**config.mk**
```make
export PLATFORM = sky130hd
export DESIGN_NAME = cfb_top
export DESIGN_NICKNAME = d
export VERILOG_FILES = /design/src/verilog/cfb_pkg.sv /design/src/verilog/cfb_top.sv /design/src/verilog/cfb_gate.sv
export VERILOG_INCLUDE_DIRS = /design/src /design/src/verilog
export SDC_FILE = /design/constraint.sdc
export NUM_CORES = 1
export LEC_CHECK = 0
export BUFFER_PORTS_ARGS = -buffer_cell sky130_fd_sc_hd__buf_2
export CORE_UTILIZATION = 35
export DETAILED_ROUTE_END_ITERATION = 10
export GPL_TIMING_DRIVEN = 1
export PLACE_DENSITY = 0.63
export REMOVE_ABC_BUFFERS = 1
export SETUP_SLACK_MARGIN = 0.05
export SYNTH_ARGS = -nofsm -noshare
export SYNTH_HDL_FRONTEND = slang
export SYNTH_SLANG_ARGS = --single-unit
```
**constraint.sdc**
```tcl
create_clock -name clk_sys -period 2.2 [get_ports clk_sys]
set_input_delay 0.33 -clock clk_sys [delete_from_list [all_inputs] [get_ports clk_sys]]
set_output_delay 0.33 -clock clk_sys [all_outputs]
set_load 0.02 [all_outputs]
```
**src/verilog/cfb_map.svh**
```systemverilog
// register offsets, reset values, field positions and bus constants
// assumes inclusion by bare name from the package and design files
`ifndef CFB_MAP_SVH
`define CFB_MAP_SVH
`define CFB_ADDR7 7'h6B
`define CFB_REG_RSVD 8'h00
`define CFB_REG_OE_LO 8'h01
`define CFB_REG_OE_HI 8'h02
`define CFB_REG_ID 8'h03
`define CFB_REG_BC 8'h04
`define CFB_REG_AMP 8'h05
`define CFB_RST_RSVD 8'h00
`define CFB_RST_OE_LO 8'h15
`define CFB_RST_OE_HI 8'hE0
`define CFB_RST_BC 8'h06
`define CFB_RST_AMP 8'hD8
`define CFB_BIT_OE0 4
`define CFB_BIT_OE1 2
`define CFB_BIT_OE2 0
`define CFB_BIT_OE3 7
`define CFB_BIT_OE4 6
`define CFB_BIT_OE5 5
`define CFB_BIT_AMP_SEL 7
`define CFB_AMP_HI 6
`define CFB_AMP_LO 4
`define CFB_AMP_BASE_MV 11'd300
`define CFB_AMP_STEP_MV 11'd100
`define CFB_AMP_DEF_MV 11'd700
`define CFB_RESUME_EDGES 3'd2
`endif

```
**src/verilog/cfb_pkg.sv**
```systemverilog
// types shared by the fanout control block
// assumes cfb_map.svh on the include path
`include "cfb_map.svh"
package cfb_pkg;
  typedef enum logic [2:0] {
    CFB_IDLE, CFB_ADDR, CFB_CMD, CFB_WDATA, CFB_RDATA, CFB_RACK, CFB_ACK
  } cfb_state_e;
  typedef logic [7:0] cfb_byte_t;
endpackage

```
**src/verilog/cfb_top.sv**
```systemverilog
// smbus slave register bank and output gating for a six-output fanout buffer
// assumes open-drain bus wires resolved by the board; all pins asynchronous to clk_sys
// Notes on behaviour
// - byte write: address, command, data, each acked
// - byte read: command, restart, read, one byte, nack
// - byte 1 enables outputs 0,1,2 at 4,2,0
// - byte 2 enables outputs 3,4,5 at 7,6,5
// - byte 5 bit 7 selects amplitude source
// - amplitude code maps 300 mV plus 100 per step
// - byte count register resets to six
// - byte 0 reserved read/write, resets zero
// - byte 3 shows revision and maker codes
// - enable pins active high
// - power-good low disables every output
// - power-good high strobes latched inputs valid
// - output runs only with pin and bit
// - disabled output stops synchronously, held low
// - restart on the third reference falling edge, clean
`timescale 1ns/100ps
`include "cfb_map.svh"
module cfb_top #(
  parameter logic [3:0] REV_CODE = 4'h1,
  // arbitrary neutral maker value
  parameter logic [3:0] MAKER_ID = 4'h5
) (
  // clock and reset
  input wire logic clk_sys,
  input wire logic sys_rst,
  // serial bus
  input wire logic scl_in,
  input wire logic sda_in,
  output logic sda_out,
  output logic sda_oe,
  // board control
  input wire logic [5:0] enable_pins,
  input wire logic power_good_powerdown_n,
  input wire logic reference_clock_in,
  // outputs
  output logic [5:0] clock_out,
  output logic [10:0] amplitude_mv
);
  import cfb_pkg::*;

  typedef struct packed {
    logic [1:0] scl_s;
    logic [1:0] sda_s;
    logic [1:0] ref_s;
    logic [1:0] pg_s;
    logic [11:0] pin_s;
    logic scl_d;
    logic sda_d;
    logic ref_d;
    cfb_state_e state;
    cfb_state_e after_ack;
    logic [3:0] bits;
    cfb_byte_t shreg;
    cfb_byte_t cmd;
    logic rd;
    logic ack_drv;
    logic [5:0] pins_latched;
    cfb_byte_t r0;
    cfb_byte_t r1;
    cfb_byte_t r2;
    cfb_byte_t bc;
    cfb_byte_t r5;
    logic [10:0] amp;
    logic sda_oe;
  } cfb_top_s;
  cfb_top_s st, next_st;

  logic scl, sda, scl_rise, scl_fall, start_c, stop_c, ref_fall;
  logic [5:0] en;
  cfb_byte_t rd_byte;

  assign scl = st.scl_s[1];
  assign sda = st.sda_s[1];
  assign scl_rise = scl & ~st.scl_d;
  assign scl_fall = ~scl & st.scl_d;
  assign start_c = scl & st.scl_d & st.sda_d & ~sda;
  assign stop_c = scl & st.scl_d & ~st.sda_d & sda;
  assign ref_fall = ~st.ref_s[1] & st.ref_d;

  always_comb begin
    rd_byte = 8'h00;
    unique case (st.cmd)
      `CFB_REG_RSVD: rd_byte = st.r0;
      `CFB_REG_OE_LO: rd_byte = st.r1;
      `CFB_REG_OE_HI: rd_byte = st.r2;
      `CFB_REG_ID: rd_byte = {REV_CODE, MAKER_ID};
      `CFB_REG_BC: rd_byte = st.bc;
      `CFB_REG_AMP: rd_byte = st.r5;
      default: rd_byte = 8'h00;
    endcase
  end

  always_comb begin
    next_st = st;
    next_st.scl_s = {st.scl_s[0], scl_in};
    next_st.sda_s = {st.sda_s[0], sda_in};
    next_st.ref_s = {st.ref_s[0], reference_clock_in};
    next_st.pg_s = {st.pg_s[0], power_good_powerdown_n};
    next_st.pin_s = {st.pin_s[5:0], enable_pins};
    next_st.scl_d = scl;
    next_st.sda_d = sda;
    next_st.ref_d = st.ref_s[1];
    // pins are only taken while power-good says they are valid
    if (st.pg_s[1]) begin
      next_st.pins_latched = st.pin_s[11:6];
    end
    if (start_c) begin
      next_st.state = CFB_ADDR;
      next_st.bits = 4'd0;
      next_st.sda_oe = 1'b0;
    end else if (stop_c) begin
      next_st.state = CFB_IDLE;
      next_st.sda_oe = 1'b0;
    end else begin
      unique case (st.state)
        CFB_IDLE: next_st.sda_oe = 1'b0;
        CFB_ADDR, CFB_CMD, CFB_WDATA: begin
          if (scl_rise) begin
            next_st.shreg = {st.shreg[6:0], sda};
            next_st.bits = st.bits + 4'd1;
          end
          if (scl_fall && st.bits == 4'd8) begin
            next_st.bits = 4'd0;
            next_st.sda_oe = 1'b1;
            next_st.state = CFB_ACK;
            if (st.state == CFB_ADDR) begin
              if (st.shreg[7:1] != `CFB_ADDR7) begin
                next_st.sda_oe = 1'b0;
                next_st.state = CFB_IDLE;
              end else begin
                next_st.rd = st.shreg[0];
                next_st.after_ack = st.shreg[0] ? CFB_RDATA : CFB_CMD;
                if (!st.shreg[0]) begin
                  next_st.after_ack = CFB_CMD;
                end
                if (st.state == CFB_ADDR && !st.shreg[0]) begin
                  next_st.after_ack = CFB_CMD;
                end
              end
              if (st.shreg[7:1] == `CFB_ADDR7 && !st.shreg[0]) begin
                next_st.after_ack = CFB_CMD;
              end
            end else if (st.state == CFB_CMD) begin
              next_st.cmd = st.shreg;
              next_st.after_ack = CFB_WDATA;
            end else begin
              next_st.after_ack = CFB_WDATA;
              unique case (st.cmd)
                `CFB_REG_RSVD: next_st.r0 = st.shreg;
                `CFB_REG_OE_LO: next_st.r1 = st.shreg;
                `CFB_REG_OE_HI: next_st.r2 = st.shreg;
                `CFB_REG_BC: next_st.bc = st.shreg;
                `CFB_REG_AMP: next_st.r5 = st.shreg;
                default: ;
              endcase
            end
          end
        end
        CFB_ACK: begin
          if (scl_fall) begin
            next_st.state = st.after_ack;
            next_st.sda_oe = 1'b0;
            if (st.after_ack == CFB_RDATA) begin
              next_st.shreg = rd_byte;
              next_st.sda_oe = ~rd_byte[7];
              next_st.bits = 4'd1;
            end
          end
        end
        CFB_RDATA: begin
          if (scl_fall) begin
            if (st.bits == 4'd8) begin
              next_st.sda_oe = 1'b0;
              next_st.state = CFB_RACK;
            end else begin
              next_st.sda_oe = ~st.shreg[3'd7 - st.bits[2:0]];
              next_st.bits = st.bits + 4'd1;
            end
          end
        end
        CFB_RACK: begin
          // one byte only; a nack or an ack both end the read
          if (scl_fall) begin
            next_st.state = CFB_IDLE;
          end
        end
        // unused state code falls back to idle
        default: begin
          next_st.state = CFB_IDLE;
          next_st.sda_oe = 1'b0;
        end
      endcase
    end
    if (st.r5[`CFB_BIT_AMP_SEL]) begin
      next_st.amp = `CFB_AMP_BASE_MV + `CFB_AMP_STEP_MV * {8'd0, st.r5[`CFB_AMP_HI:`CFB_AMP_LO]};
    end else begin
      next_st.amp = `CFB_AMP_DEF_MV;
    end
  end

  // pin high, register bit high and power good all required
  assign en = {st.r2[`CFB_BIT_OE5], st.r2[`CFB_BIT_OE4], st.r2[`CFB_BIT_OE3],
               st.r1[`CFB_BIT_OE2], st.r1[`CFB_BIT_OE1], st.r1[`CFB_BIT_OE0]}
              & st.pins_latched & {6{st.pg_s[1]}};

  always_ff @(posedge clk_sys) begin
    if (sys_rst) begin
      st <= '0;
      st.state <= CFB_IDLE;
      st.after_ack <= CFB_IDLE;
      st.r0 <= `CFB_RST_RSVD;
      st.r1 <= `CFB_RST_OE_LO;
      st.r2 <= `CFB_RST_OE_HI;
      st.bc <= `CFB_RST_BC;
      st.r5 <= `CFB_RST_AMP;
      st.amp <= `CFB_AMP_DEF_MV;
    end else begin
      st <= next_st;
    end
  end

  genvar gi;
  generate
    for (gi = 0; gi < 6; gi++) begin : g_out
      cfb_gate u_gate (
        .clk_sys(clk_sys),
        .sys_rst(sys_rst),
        .ref_clk(st.ref_s[1]),
        .ref_fall(ref_fall),
        .enable(en[gi]),
        .clk_out(clock_out[gi])
      );
    end
  endgenerate

  assign sda_oe = st.sda_oe;
  assign sda_out = 1'b0;
  assign amplitude_mv = st.amp;
endmodule

```
**src/verilog/cfb_gate.sv**
```systemverilog
// glitch-free stop and restart of one buffered clock output
// assumes ref_clk is already synchronised to clk_sys
`timescale 1ns/100ps
`include "cfb_map.svh"
module cfb_gate (
  // clock and reset
  input wire logic clk_sys,
  input wire logic sys_rst,
  // reference and control
  input wire logic ref_clk,
  input wire logic ref_fall,
  input wire logic enable,
  // gated clock
  output logic clk_out
);
  typedef struct packed {
    logic run;
    logic [2:0] wait_cnt;
    logic out;
  } cfb_gate_s;
  cfb_gate_s st, next_st;

  always_comb begin
    next_st = st;
    // state only changes at a falling edge so no pulse is ever cut short
    if (ref_fall) begin
      if (!enable) begin
        next_st.run = 1'b0;
        next_st.wait_cnt = 3'd0;
      end else if (!st.run) begin
        if (st.wait_cnt == `CFB_RESUME_EDGES) begin
          next_st.run = 1'b1;
        end else begin
          next_st.wait_cnt = st.wait_cnt + 3'd1;
        end
      end
    end
    next_st.out = next_st.run & ref_clk;
  end

  always_ff @(posedge clk_sys) begin
    if (sys_rst) begin
      st <= '0;
    end else begin
      st <= next_st;
    end
  end
  assign clk_out = st.out;
endmodule

```
[After elaboration in Yosys (flattened, before gate mapping)]
Cells that the tools add are included.
Cells by class
  $add $sub $neg: 9
  multiply operators: 1
  $lt $le $gt $ge: 1
  equal/unequal tests: 49
  mux-type cells: 63
  bitwise operators: 30
  reductions and logical operators: 30
Operators by type and width (number)
  two-way mux 4 bit: 20
  two-way mux 3 bit: 17
  case mux 8 bit (6 select lines): 1
  AND reduction 7 bit: 6
  != test 2 bit (second input constant): 20
  two-way mux 12 bit: 3
  equality test 3 x 2 -> 1 bit (second input constant): 8
  AND reduction 6 bit: 4
  != test 4 bit (second input constant): 5
  adder 3 x 1 -> 3 bit (second input constant): 6
  AND reduction 3 bit: 6
  equality test 8 x 2 -> 1 bit (second input constant): 2
  equality test 8 x 3 -> 1 bit (second input constant): 2
  two-way mux 1 bit: 16
  case mux 8 bit (2 select lines): 1
  case mux 3 bit (5 select lines): 1
  AND 1 bit: 14
  NOT 1 bit: 14
  AND 6 bit: 2
  equality test 3 bit (second input constant): 4
  case mux 4 bit (3 select lines): 1
  adder 9 x 10 -> 11 bit (first input constant): 1
  two-way mux 10 bit: 1
  equality test 8 x 1 -> 1 bit (second input constant): 1
  22 further kinds: 27
Storage, ports and cells
  register bits: 137
  input port bits: 12
  output and inout port bits: 19
  logic and storage cells: 223

[Logic depth before layout (Yosys ltp)]
Gate-level depths: netlist (run 1).
  word-level depth: 10
  depth in mapped cells: 9
  gate-level depth less buffers: 8

[Hierarchy]
A second synthesis (run 1) with hierarchy kept.
Unflattened totals
  cells, all modules: 692
  area, all modules: 6454.9 um2
By module, submodules not included
  cfb_top: instances 1, cells each 530, area each 4901.0 um2, seq. area each 2102.0 um2
  cfb_gate: instances 6, cells each 27, area each 259.0 um2, seq. area each 100.1 um2

[Least setup slack after synthesis (run 1)]
No wires, ideal clock.
  kind: register -> register
  from: register st[76] in the netlist's numbering
  to: register st[21] in the netlist's numbering
  library setup time: 0.120 ns
  arrival: 2.158 ns
  required time: 2.080 ns
  path slack: -0.077 ns
  cell stages (with the launch flop): 9
  buffers on the path: 1
  period minus slack after synthesis: 2.277 ns
  path through: dfxtp_1 > inv_1 > ha_1 > nand3b_1 > or2_2 > clkbuf_1 > nor4_4 > nor2b_1 > a211o_1
On the way
  cells in the longest elaborated chain, start to end: 3
Ends and longest elaborated chain
  start: declaration: RTL line cfb_top.sv:69  | cfb_top_s st, next_st;
  start signal: assignment: RTL line cfb_top.sv:221  | st <= next_st;
  equality test 4 bit: RTL line cfb_top.sv:125  | if (scl_fall && st.bits == 4'd8) begin
  logical AND 1 bit: RTL line cfb_top.sv:125
  AND reduction 7 bit (no line)
Every way passes these cells.
A chain may end at the register's enable or synchronous reset.

[Final worst setup path (run 1)]
  from: register st[64] in the netlist's numbering
  to: register st[35] in the netlist's numbering
On the way
  cells in the longest elaborated chain, start to end: 2
Ends and longest elaborated chain
  equality test 8 x 2 -> 1 bit: RTL line cfb_top.sv:151  | unique case (st.cmd)
  AND reduction 7 bit (no line)
Every way passes these cells.

==> results of run 1 <==
## where the power goes
group	total [mW]	switching (mW)	internal [mW]
Clock	2.70	1.21	1.49
Sequential	2.49	0.0155	2.47
Combinational	0.125	0.0773	0.0480
## stage by stage
step	TNS [ps]	hold slack, ps
2_1_floorplan	-6030	397
3_3_place_gp	0	418
3_5_place_dp	0	423
4_1_cts	0	93.2
5_1_grt	0	96.9
6_report	0	105
## cell usage after synthesis, types with 3 or more instances
cell         n  area [sq um]
a211o_1      5          43.8
or2_2        3          18.8
and3_1       4          25.0
mux2_2       5          56.3
or4_1        4          30.0
nand2_1     23          86.3
nand3b_1     4          30.0
and2_1      13          81.3
nor2_1      81           304
buf_4       19           143
o21ai_0     27           135
nand3_1     15          75.1
a32o_1       3          30.0
dfxtp_1    135          2700
xnor2_1      4          35.0
buf_1        7          26.3
nand2b_1    16           100
inv_1       26          97.6
xor2_1       3          26.3
a221oi_1     5          43.8
clkbuf_1    31           116
o22ai_1     11          68.8
mux2i_1     69           691
nor4_1       5          31.3
a21o_1       5          37.5
nand4_1      5          31.3
ha_1        22           275
nor3_1      15          75.1
a211oi_1     3          22.5
or3_1        4          25.0
a21oi_1     32           160
nor2b_1     39           244
a2111oi_0    4          35.0
a22oi_1      5          37.5
## worst max-delay path, cell delays in order (launching register included)
cell and delay, ps:
dfxtp_2 320, or4_4 530, or3b_4 440, nor4_4 180, buf_4 210, nor2b_1 60, a211o_1 250
## routing by layer
metal,vias up,part of all wire [%],global-route usage (%)
li1,2436,-,-
met1,2232,49,21.2
met2,114,45,24.4
met3,23,4.4,3.85
met4,0,2.0,6.30
met5,-,0,0
## cells by family after synthesis
group                    after synthesis  synth area share, %
XOR/XNOR                               7                0.980
other                                  1               0.0599
flip-flops                           135                 43.2
AND/OR/NAND/NOR                      245                 21.0
adder cells (fa/ha/maj)               22                 4.40
buffers and inverters                 84                 6.20
multiplexers                          75                 12.3
AO/OA/AOI/OAI                        116                 11.9
## layout make-up
cell class	count	area, sq um	share of cell area [%]
clock buffers	17	425	5.79
clock inverters	15	134	1.82
inverters	26	97.6	1.33
multi-input cells	468	3210	43.7
flip-flops and latches	135	2710	36.8
well taps	225	282	3.83
repair buffers	72	493	6.71
## flip-flops by register name, indices dropped and copies added (netlist names), named ones only
| signal | flops |
|---|---|
| sda_oe | 1 |
| g_out.u_gate.clk_out | 6 |
| st | 82 |
| amplitude_mv | 9 |
| g_out.u_gate.st | 18 |
| next_st | 13 |
## worst paths after layout
| kind | startpoint | to | slack (ps) | cells past startpoint |
|---|---|---|---|---|
| worst min-delay path | enable_pins[4] | next_st[99] | 110 | 2 |
| worst max register to register | st[64] | st[35] | 100 | 6 |
| worst min register to register | next_st[106] | next_st[87] | 430 | 1 |
| worst max-delay path | st[64] | st[35] | 100 | 6 |
## timing repair
| action | in CTS | in global routing |
|---|---|---|
| resized for setup | 4 | 7 |
| endpoints found under the setup margin | 5 | 42 |
| pin swaps | 1 | 4 |
| gates cloned | 1 | 0 |
==> flow_summary.ini, run 1 <==
[run_status]
outcome = finished, final reports clean

[floorplanning]
io_pins = 31
die_w_um = 136
core_sq_um = 17400
die_h_um = 136
start_util_pct = 36.1
num_rows = 48
fp.dieArea_sq_um = 18400

[timing]
setup_viol = 0
rsz0062_at_grt = yes
maxSlewHeadroom_pct = 60.7
fin_ws_ps = 99.6
layout_min_cycle_time_ps = 2100
max_freq_mhz = 476
worst_slew_pin_slew_ps = 575
final_max_slew_viol_count = 0
worst_clock_skew_ps = 8.68
timing_hold_violations_final = 0
finalCritPeriodShare_pct = 95.5

[yosys]
async_flop_share_pct = 0
ys_warn_count = 0
yosysSeqAreaShare_pct = 43.2
synth_top_flop_cell = dfxtp_1
synth_cell_types = 61
syn_avg_cell_area_sq_um = 9.13
ys_seq_elements = 135
synth_area_sq_um = 6260
synth_edf_count = 0
synth_cells = 685

[cts]
post_cts_buffers = 0
cts_sinks = 135
htreeDepth = 4
cts_tree = built
clock_latency_ps = 430
hold_buffers = 0
clock-root-buffer = clkbuf_16
clockBufferDepth = 2
clk_pin_slew_ps = 70
cts_buffers = 17

[setup_path]
cp-end-kind = flop
critPathLaunchType = flop
worstPathRequired_ps = 2520
cp_max_fo = 6
worst-setup-path-type = flop to flop
worst-endpoint-arrival_ps = 2420

[global_routing]
grt.total_usage_pct = 15.9
antenna_found_initial = 0
grt_pass1_wl_mm = 22.6
grt_overflow_total = 0
grt_max_degree = 40
grt_pass1_vias = 4559

[drt]
initialDrtViolationCount = 359
wl_per_cell_um = 14.3
firstDrtPassIters = 7
vias = 4805
avgViaCountPerCell = 5.02
drcViolationCount = 0
routed_wl_mm = 13.7
ant_nets = 0

[place]
post-place-ws_ps = 30.0
post_dp_cell_area_sq_um = 6740
io_buffers = 27
placedCellCount = 925
place_hpwl_mm = 9.40
gp_congestion = 0.809

[finish]
utilization_pct = 42.3
final_cell_mix = dfxtp_1, nor2_1, mux2i_1
fin_cells = 958
n_fill_cell = 1674
drive_above_1_share_pct = 17.2
fin_area_sq_um = 7340
areaGrowthSynthToFinish_pct = 17.4
layout_commonest_cell = dfxtp_1
final_nets = 754
diodes = 0

[hold_path]
worstHoldPathType = primary input to flop

[power]
power.leakage_nw = 2.98
ir_worst_vdd_mv = 0.509
powerDensity_nw_per_um2 = 723
total_power_mw = 5.31

[run]
maxCapViolations = 0
Note: power is estimated with default switching activity, not from simulation.
==> inputs of run 2 (changes only) <==
--- a/config.mk
+++ b/config.mk
@@ -6,11 +6,13 @@
 export SDC_FILE = /design/constraint.sdc
 export NUM_CORES = 1
 export LEC_CHECK = 0
-export BUFFER_PORTS_ARGS = -buffer_cell sky130_fd_sc_hd__buf_2
+export CORE_ASPECT_RATIO = 0.6
+export CORE_MARGIN = 2
 export CORE_UTILIZATION = 35
 export DETAILED_ROUTE_END_ITERATION = 10
+export DONT_BUFFER_PORTS = 1
 export GPL_TIMING_DRIVEN = 1
-export PLACE_DENSITY = 0.63
+export PLACE_DENSITY = 0.62
 export REMOVE_ABC_BUFFERS = 1
 export SETUP_SLACK_MARGIN = 0.05
 export SYNTH_ARGS = -nofsm -noshare
==> run 2 against run 1 <==
Against the previous run:
- flip-flop and latch count stayed put
- final area is 0.65% higher
- clock power is 7% higher
- critical endpoint is now st[23]
- largest power group unchanged
==> flow_summary.ini, run 2 (synthesized netlist as in run 1, its figures left out) <==
[floorplanning]
die_h_um = 108
fp.dieArea_sq_um = 19000
start_util_pct = 36.1
core_sq_um = 17300
io_pins = 31
num_rows = 37
die_w_um = 177

[setup_path]
cp_slowest_cell = or4_4
critPathLaunchType = flop
critPathMaxStageDelay_ps = 530
cp-end-kind = flop
cp_max_fo = 4
worst-setup-path-type = flop to flop
crit_chain = or4_4, or3b_4, nor4_4, buf_4, buf_6, mux2i_1, nor2_1
worstPathRequired_ps = 2500
reg2reg_depth = 7
r2r_slack_ps = 30
r2r-start = st[67]
r2r-end = st[23]
worst-endpoint-arrival_ps = 2470

[timing]
worst_clock_skew_ps = 7.67
worst_slew_pin_slew_ps = 616
final_max_slew_viol_count = 0
max_freq_mhz = 461
holdWs_ps = 35.3
finalCritPeriodShare_pct = 98.6
timing_hold_violations_final = 0
setup_viol = 0
fin_tns_setup_ps = 0
layout_min_cycle_time_ps = 2170
rsz0062_at_grt = yes
maxSlewHeadroom_pct = 57.9

[finish]
final_cell_mix = dfxtp_1, nor2_1, mux2i_1
n_fill_cell = 1683
largest_reg_flops = 82
drive_above_1_share_pct = 13.6
areaGrowthSynthToFinish_pct = 18.1
layout_commonest_cell = dfxtp_1
fin_area_sq_um = 7390
diodes = 0
utilization_pct = 42.7
final_nets = 742
top_register = st

[hold_path]
hp-start = sys_rst
min_path_cells = 1
worstHoldPathType = primary input to flop
hold_end = st[80]

[run_status]
outcome = finished, final reports clean

[drt]
routed-wl-met3_um = 703
met1_length_mm = 7.93
avgViaCountPerCell = 5.01
routed.top_layer = met4
routed_wl_mm = 14.0
drcViolationCount = 0
firstDrtPassIters = 5
wl_per_cell_um = 14.6
ant_nets = 0
vias = 4782
initialDrtViolationCount = 404
met2_length_mm = 5.26

[place]
io_buffers = 0
post_dp_cell_area_sq_um = 6600
gp_congestion = 0.858
place_hpwl_mm = 9.50

[cts]
clockBufferDepth = 2
clk_pin_slew_ps = 60
cts_tree = built
cts_sinks = 135
clock-root-buffer = clkbuf_16
cts_buffers = 17
htreeDepth = 4
clock_latency_ps = 410

[power]
powerDensity_nw_per_um2 = 737
total_power_mw = 5.45
power.leakage_nw = 2.94
ir_worst_vdd_mv = 0.525

[global_routing]
grt.total_usage_pct = 15.2
antenna_found_initial = 0
grt_pass1_vias = 4187
grt_max_degree = 118
grt_overflow_total = 0
grt_pass1_wl_mm = 22.7

[run]
maxCapViolations = 0
-- run 2: cell type report --
type / count / area (sq um) / share of cell area (%)
Tap cell: 234 / 293 / 3.96
Inverter: 26 / 97.6 / 1.32
Timing Repair Buffer: 60 / 497 / 6.72
Clock buffer: 23 / 488 / 6.60
Multi-Input combinational cell: 468 / 3200 / 43.3
Clock inverter: 9 / 115 / 1.56
Sequential cell: 135 / 2700 / 36.6
-- run 2: what timing repair did --
action	CTS	global route
pin swaps	0	4
resized for setup	0	9
hold endpoints to repair	23	0
setup endpoints to repair	9	44
hold buffers	14	0
setup buffers	0	3
-- run 2: worst max-delay path by stage --
stage | to | start
floorplan | st[33] | st[67]
global placement | st[25] | st[67]
detailed placement | st[27] | st[67]
CTS | st[27] | st[67]
global route | st[20] | st[67]
finish | st[23] | st[67]
-- run 2: stage by stage --
step / instances / setup WS, ps
floorplan: 629 / -785
global placement: 907 / 13.1
detailed placement: 907 / 1.44
CTS: 953 / -8.61
global route: 955 / -54.9
finish: 955 / 31.6
-- run 2: power breakdown --
group	switching, mW	total [mW]	leakage (nW)	internal, mW
registers	0.0237	2.50	1.10	2.47
clock network	1.08	2.88	0.279	1.80
logic	0.0347	0.0738	1.56	0.0391
total	1.14	5.45	2.94	4.31
-- run 2: critical path, delay by kind of cell (launching register included) --
kind / cells / cell delay, ps
simple gates: 4 / 1250
buf+inv: 2 / 300
flops: 1 / 320
mux: 1 / 190
-- run 2: layer usage --
layer | up-vias | global-route usage [%]
met5 | - | 0
met1 | 2247 | 24.4
met3 | 8 | 3.71
met4 | 0 | 4.07
li1 | 2415 | -
met2 | 112 | 19.4
==> inputs of run 3 (changes only) <==
--- a/config.mk
+++ b/config.mk
@@ -13,7 +13,6 @@
 export DONT_BUFFER_PORTS = 1
 export GPL_TIMING_DRIVEN = 1
 export PLACE_DENSITY = 0.62
-export REMOVE_ABC_BUFFERS = 1
 export SETUP_SLACK_MARGIN = 0.05
 export SYNTH_ARGS = -nofsm -noshare
 export SYNTH_HDL_FRONTEND = slang
==> run 3 against run 2 <==
Against the previous run:
- the flow now finishes with violations (negative setup slack)
- utilization is 0.35 points lower
- largest power group unchanged
- sequential share of layout area up 0.31 points
- count of clock-buffer cells in the layout down 5
- via count is 0.15% higher
- hold slack worse by 6.3 ps
- final area fell by 0.83%
- first-iteration DRC count increased by 9.7%
- highest routed layer unchanged
==> flow_summary.ini, run 3 (synthesized netlist as in run 1, its figures left out) <==
[timing]
maxSlewHeadroom_pct = 52.0
max_freq_mhz = 453
fin_ws_ps = -8.65
setup_viol = 4
layout_min_cycle_time_ps = 2210
rsz0062_at_grt = yes
worst_slew_pin_slew_ps = 702
finalCritPeriodShare_pct = 100
timing_hold_violations_final = 0
worst_clock_skew_ps = 6.77
final_max_slew_viol_count = 0
holdWs_ps = 29.0

[run_status]
outcome = complete, but fails checks
violations = negative setup slack

[floorplanning]
start_util_pct = 36.1
die_w_um = 177
fp.dieArea_sq_um = 19000
die_h_um = 108
core_sq_um = 17300
io_pins = 31
num_rows = 37

[global_routing]
grt_util_met3_pct = 4.52
grt_max_degree = 93
antenna_found_initial = 0
gr-usage-met1_pct = 25.5
grt_overflow_total = 0
grt_pass1_vias = 4326
grtUsageMet2_pct = 20.4
grt_pass1_wl_mm = 23.7
grt.total_usage_pct = 16.2
grt_busiest_layer = met1

[cts]
clk_pin_slew_ps = 60
clock-root-buffer = clkbuf_16
cts_buffers = 17
htreeDepth = 4
clock_latency_ps = 420
cts_sinks = 135
cts_tree = built
clockBufferDepth = 2

[setup_path]
cp-startpoint = st[65]
critPathLaunchType = flop
r2r-start = st[65]
worstPathRequired_ps = 2520
cp-end-kind = flop
worst-setup-path-type = flop to flop
cp_max_fo = 6
worst-endpoint-arrival_ps = 2520

[hold_path]
hp-start = sys_rst
worstHoldPathType = primary input to flop

[finish]
largest_reg_flops = 82
drive_above_1_share_pct = 14.3
areaGrowthSynthToFinish_pct = 17.2
top_register = st
layout_commonest_cell = dfxtp_1
final_nets = 728
utilization_pct = 42.3
final_cell_mix = dfxtp_1, nor2_1, mux2i_1
fin_area_sq_um = 7330
diodes = 0

[drt]
drcViolationCount = 0
ant_nets = 0
initialDrtViolationCount = 443
routed_wl_mm = 14.7
avgViaCountPerCell = 5.09
vias = 4789
wl_per_cell_um = 15.7
firstDrtPassIters = 5

[place]
post_dp_cell_area_sq_um = 6600
gp_congestion = 0.831
post-place-ws_ps = 17.1
place_hpwl_mm = 9.83
io_buffers = 0

[run]
maxCapViolations = 0

[power]
power.leakage_nw = 2.89
powerDensity_nw_per_um2 = 755
ir_worst_vdd_mv = 0.417
total_power_mw = 5.53
## run 3: cell types whose count changed in the layout (fill, tap and decap cells not counted), moves of 2 or more
cell           change
dlygate4sd3_1     -13
buf_6              -2
clkbuf_1           -2
buf_12             +2
nor2b_2            -2
clkinv_4           +4
clkbuf_8           -3
nor2b_1            +2
buf_4              -2
## run 3: report_power, final
part | internal (mW) | leakage [nW] | switching, mW
sequential | 2.47 | 1.10 | 0.0246
combinational | 0.0362 | 1.51 | 0.0642
clock | 1.82 | 0.285 | 1.12
total | 4.33 | 2.89 | 1.21
## run 3: final timing paths
kind,to,slack [ps],cells past startpoint
worst max-delay path,st[33],-9,6
worst min register to register,st[96],440,1
worst max register to register,st[33],-9,6
worst min-delay path,st[19],30,1
## run 3: metal layers
metal  vias to the layer above  wire length [um]
met5                         -                 0
met4                         0               199
met3                        22               990
met2                       145              5530
met1                      2230              8020
li1                       2392                 -
## run 3: repair_timing
item	4_1_cts	5_1_grt
endpoints found under the setup margin	3	52
resized for setup	0	16
cloned	0	1
hold buffers	2	0
endpoints found under the hold margin	92	0
buffers inserted	0	3
pin swaps	0	3
## run 3: cell type report
class                      count  area [sq um]
sequential                   135          2700
clock inverter                13           173
multi-input combinational    468          3230
tap                          234           293
fill                        1692          9980
inverter                      26          97.6
clock buffer                  18           439
timing repair buffer          46           397
## run 3: critical path: stages, from the launching register on
cell	delay [ps]
dfxtp_2	320
or4_4	530
or3b_4	470
nor4_4	260
buf_4	210
nor2b_1	60
a211o_1	260
## run 3: metrics by stage
step	instances	TNS [ps]
after floorplan	687	-116
after global placement	903	0
after detailed placement	903	0
after CTS	936	0
after global routing	940	-365
final	940	-18.6
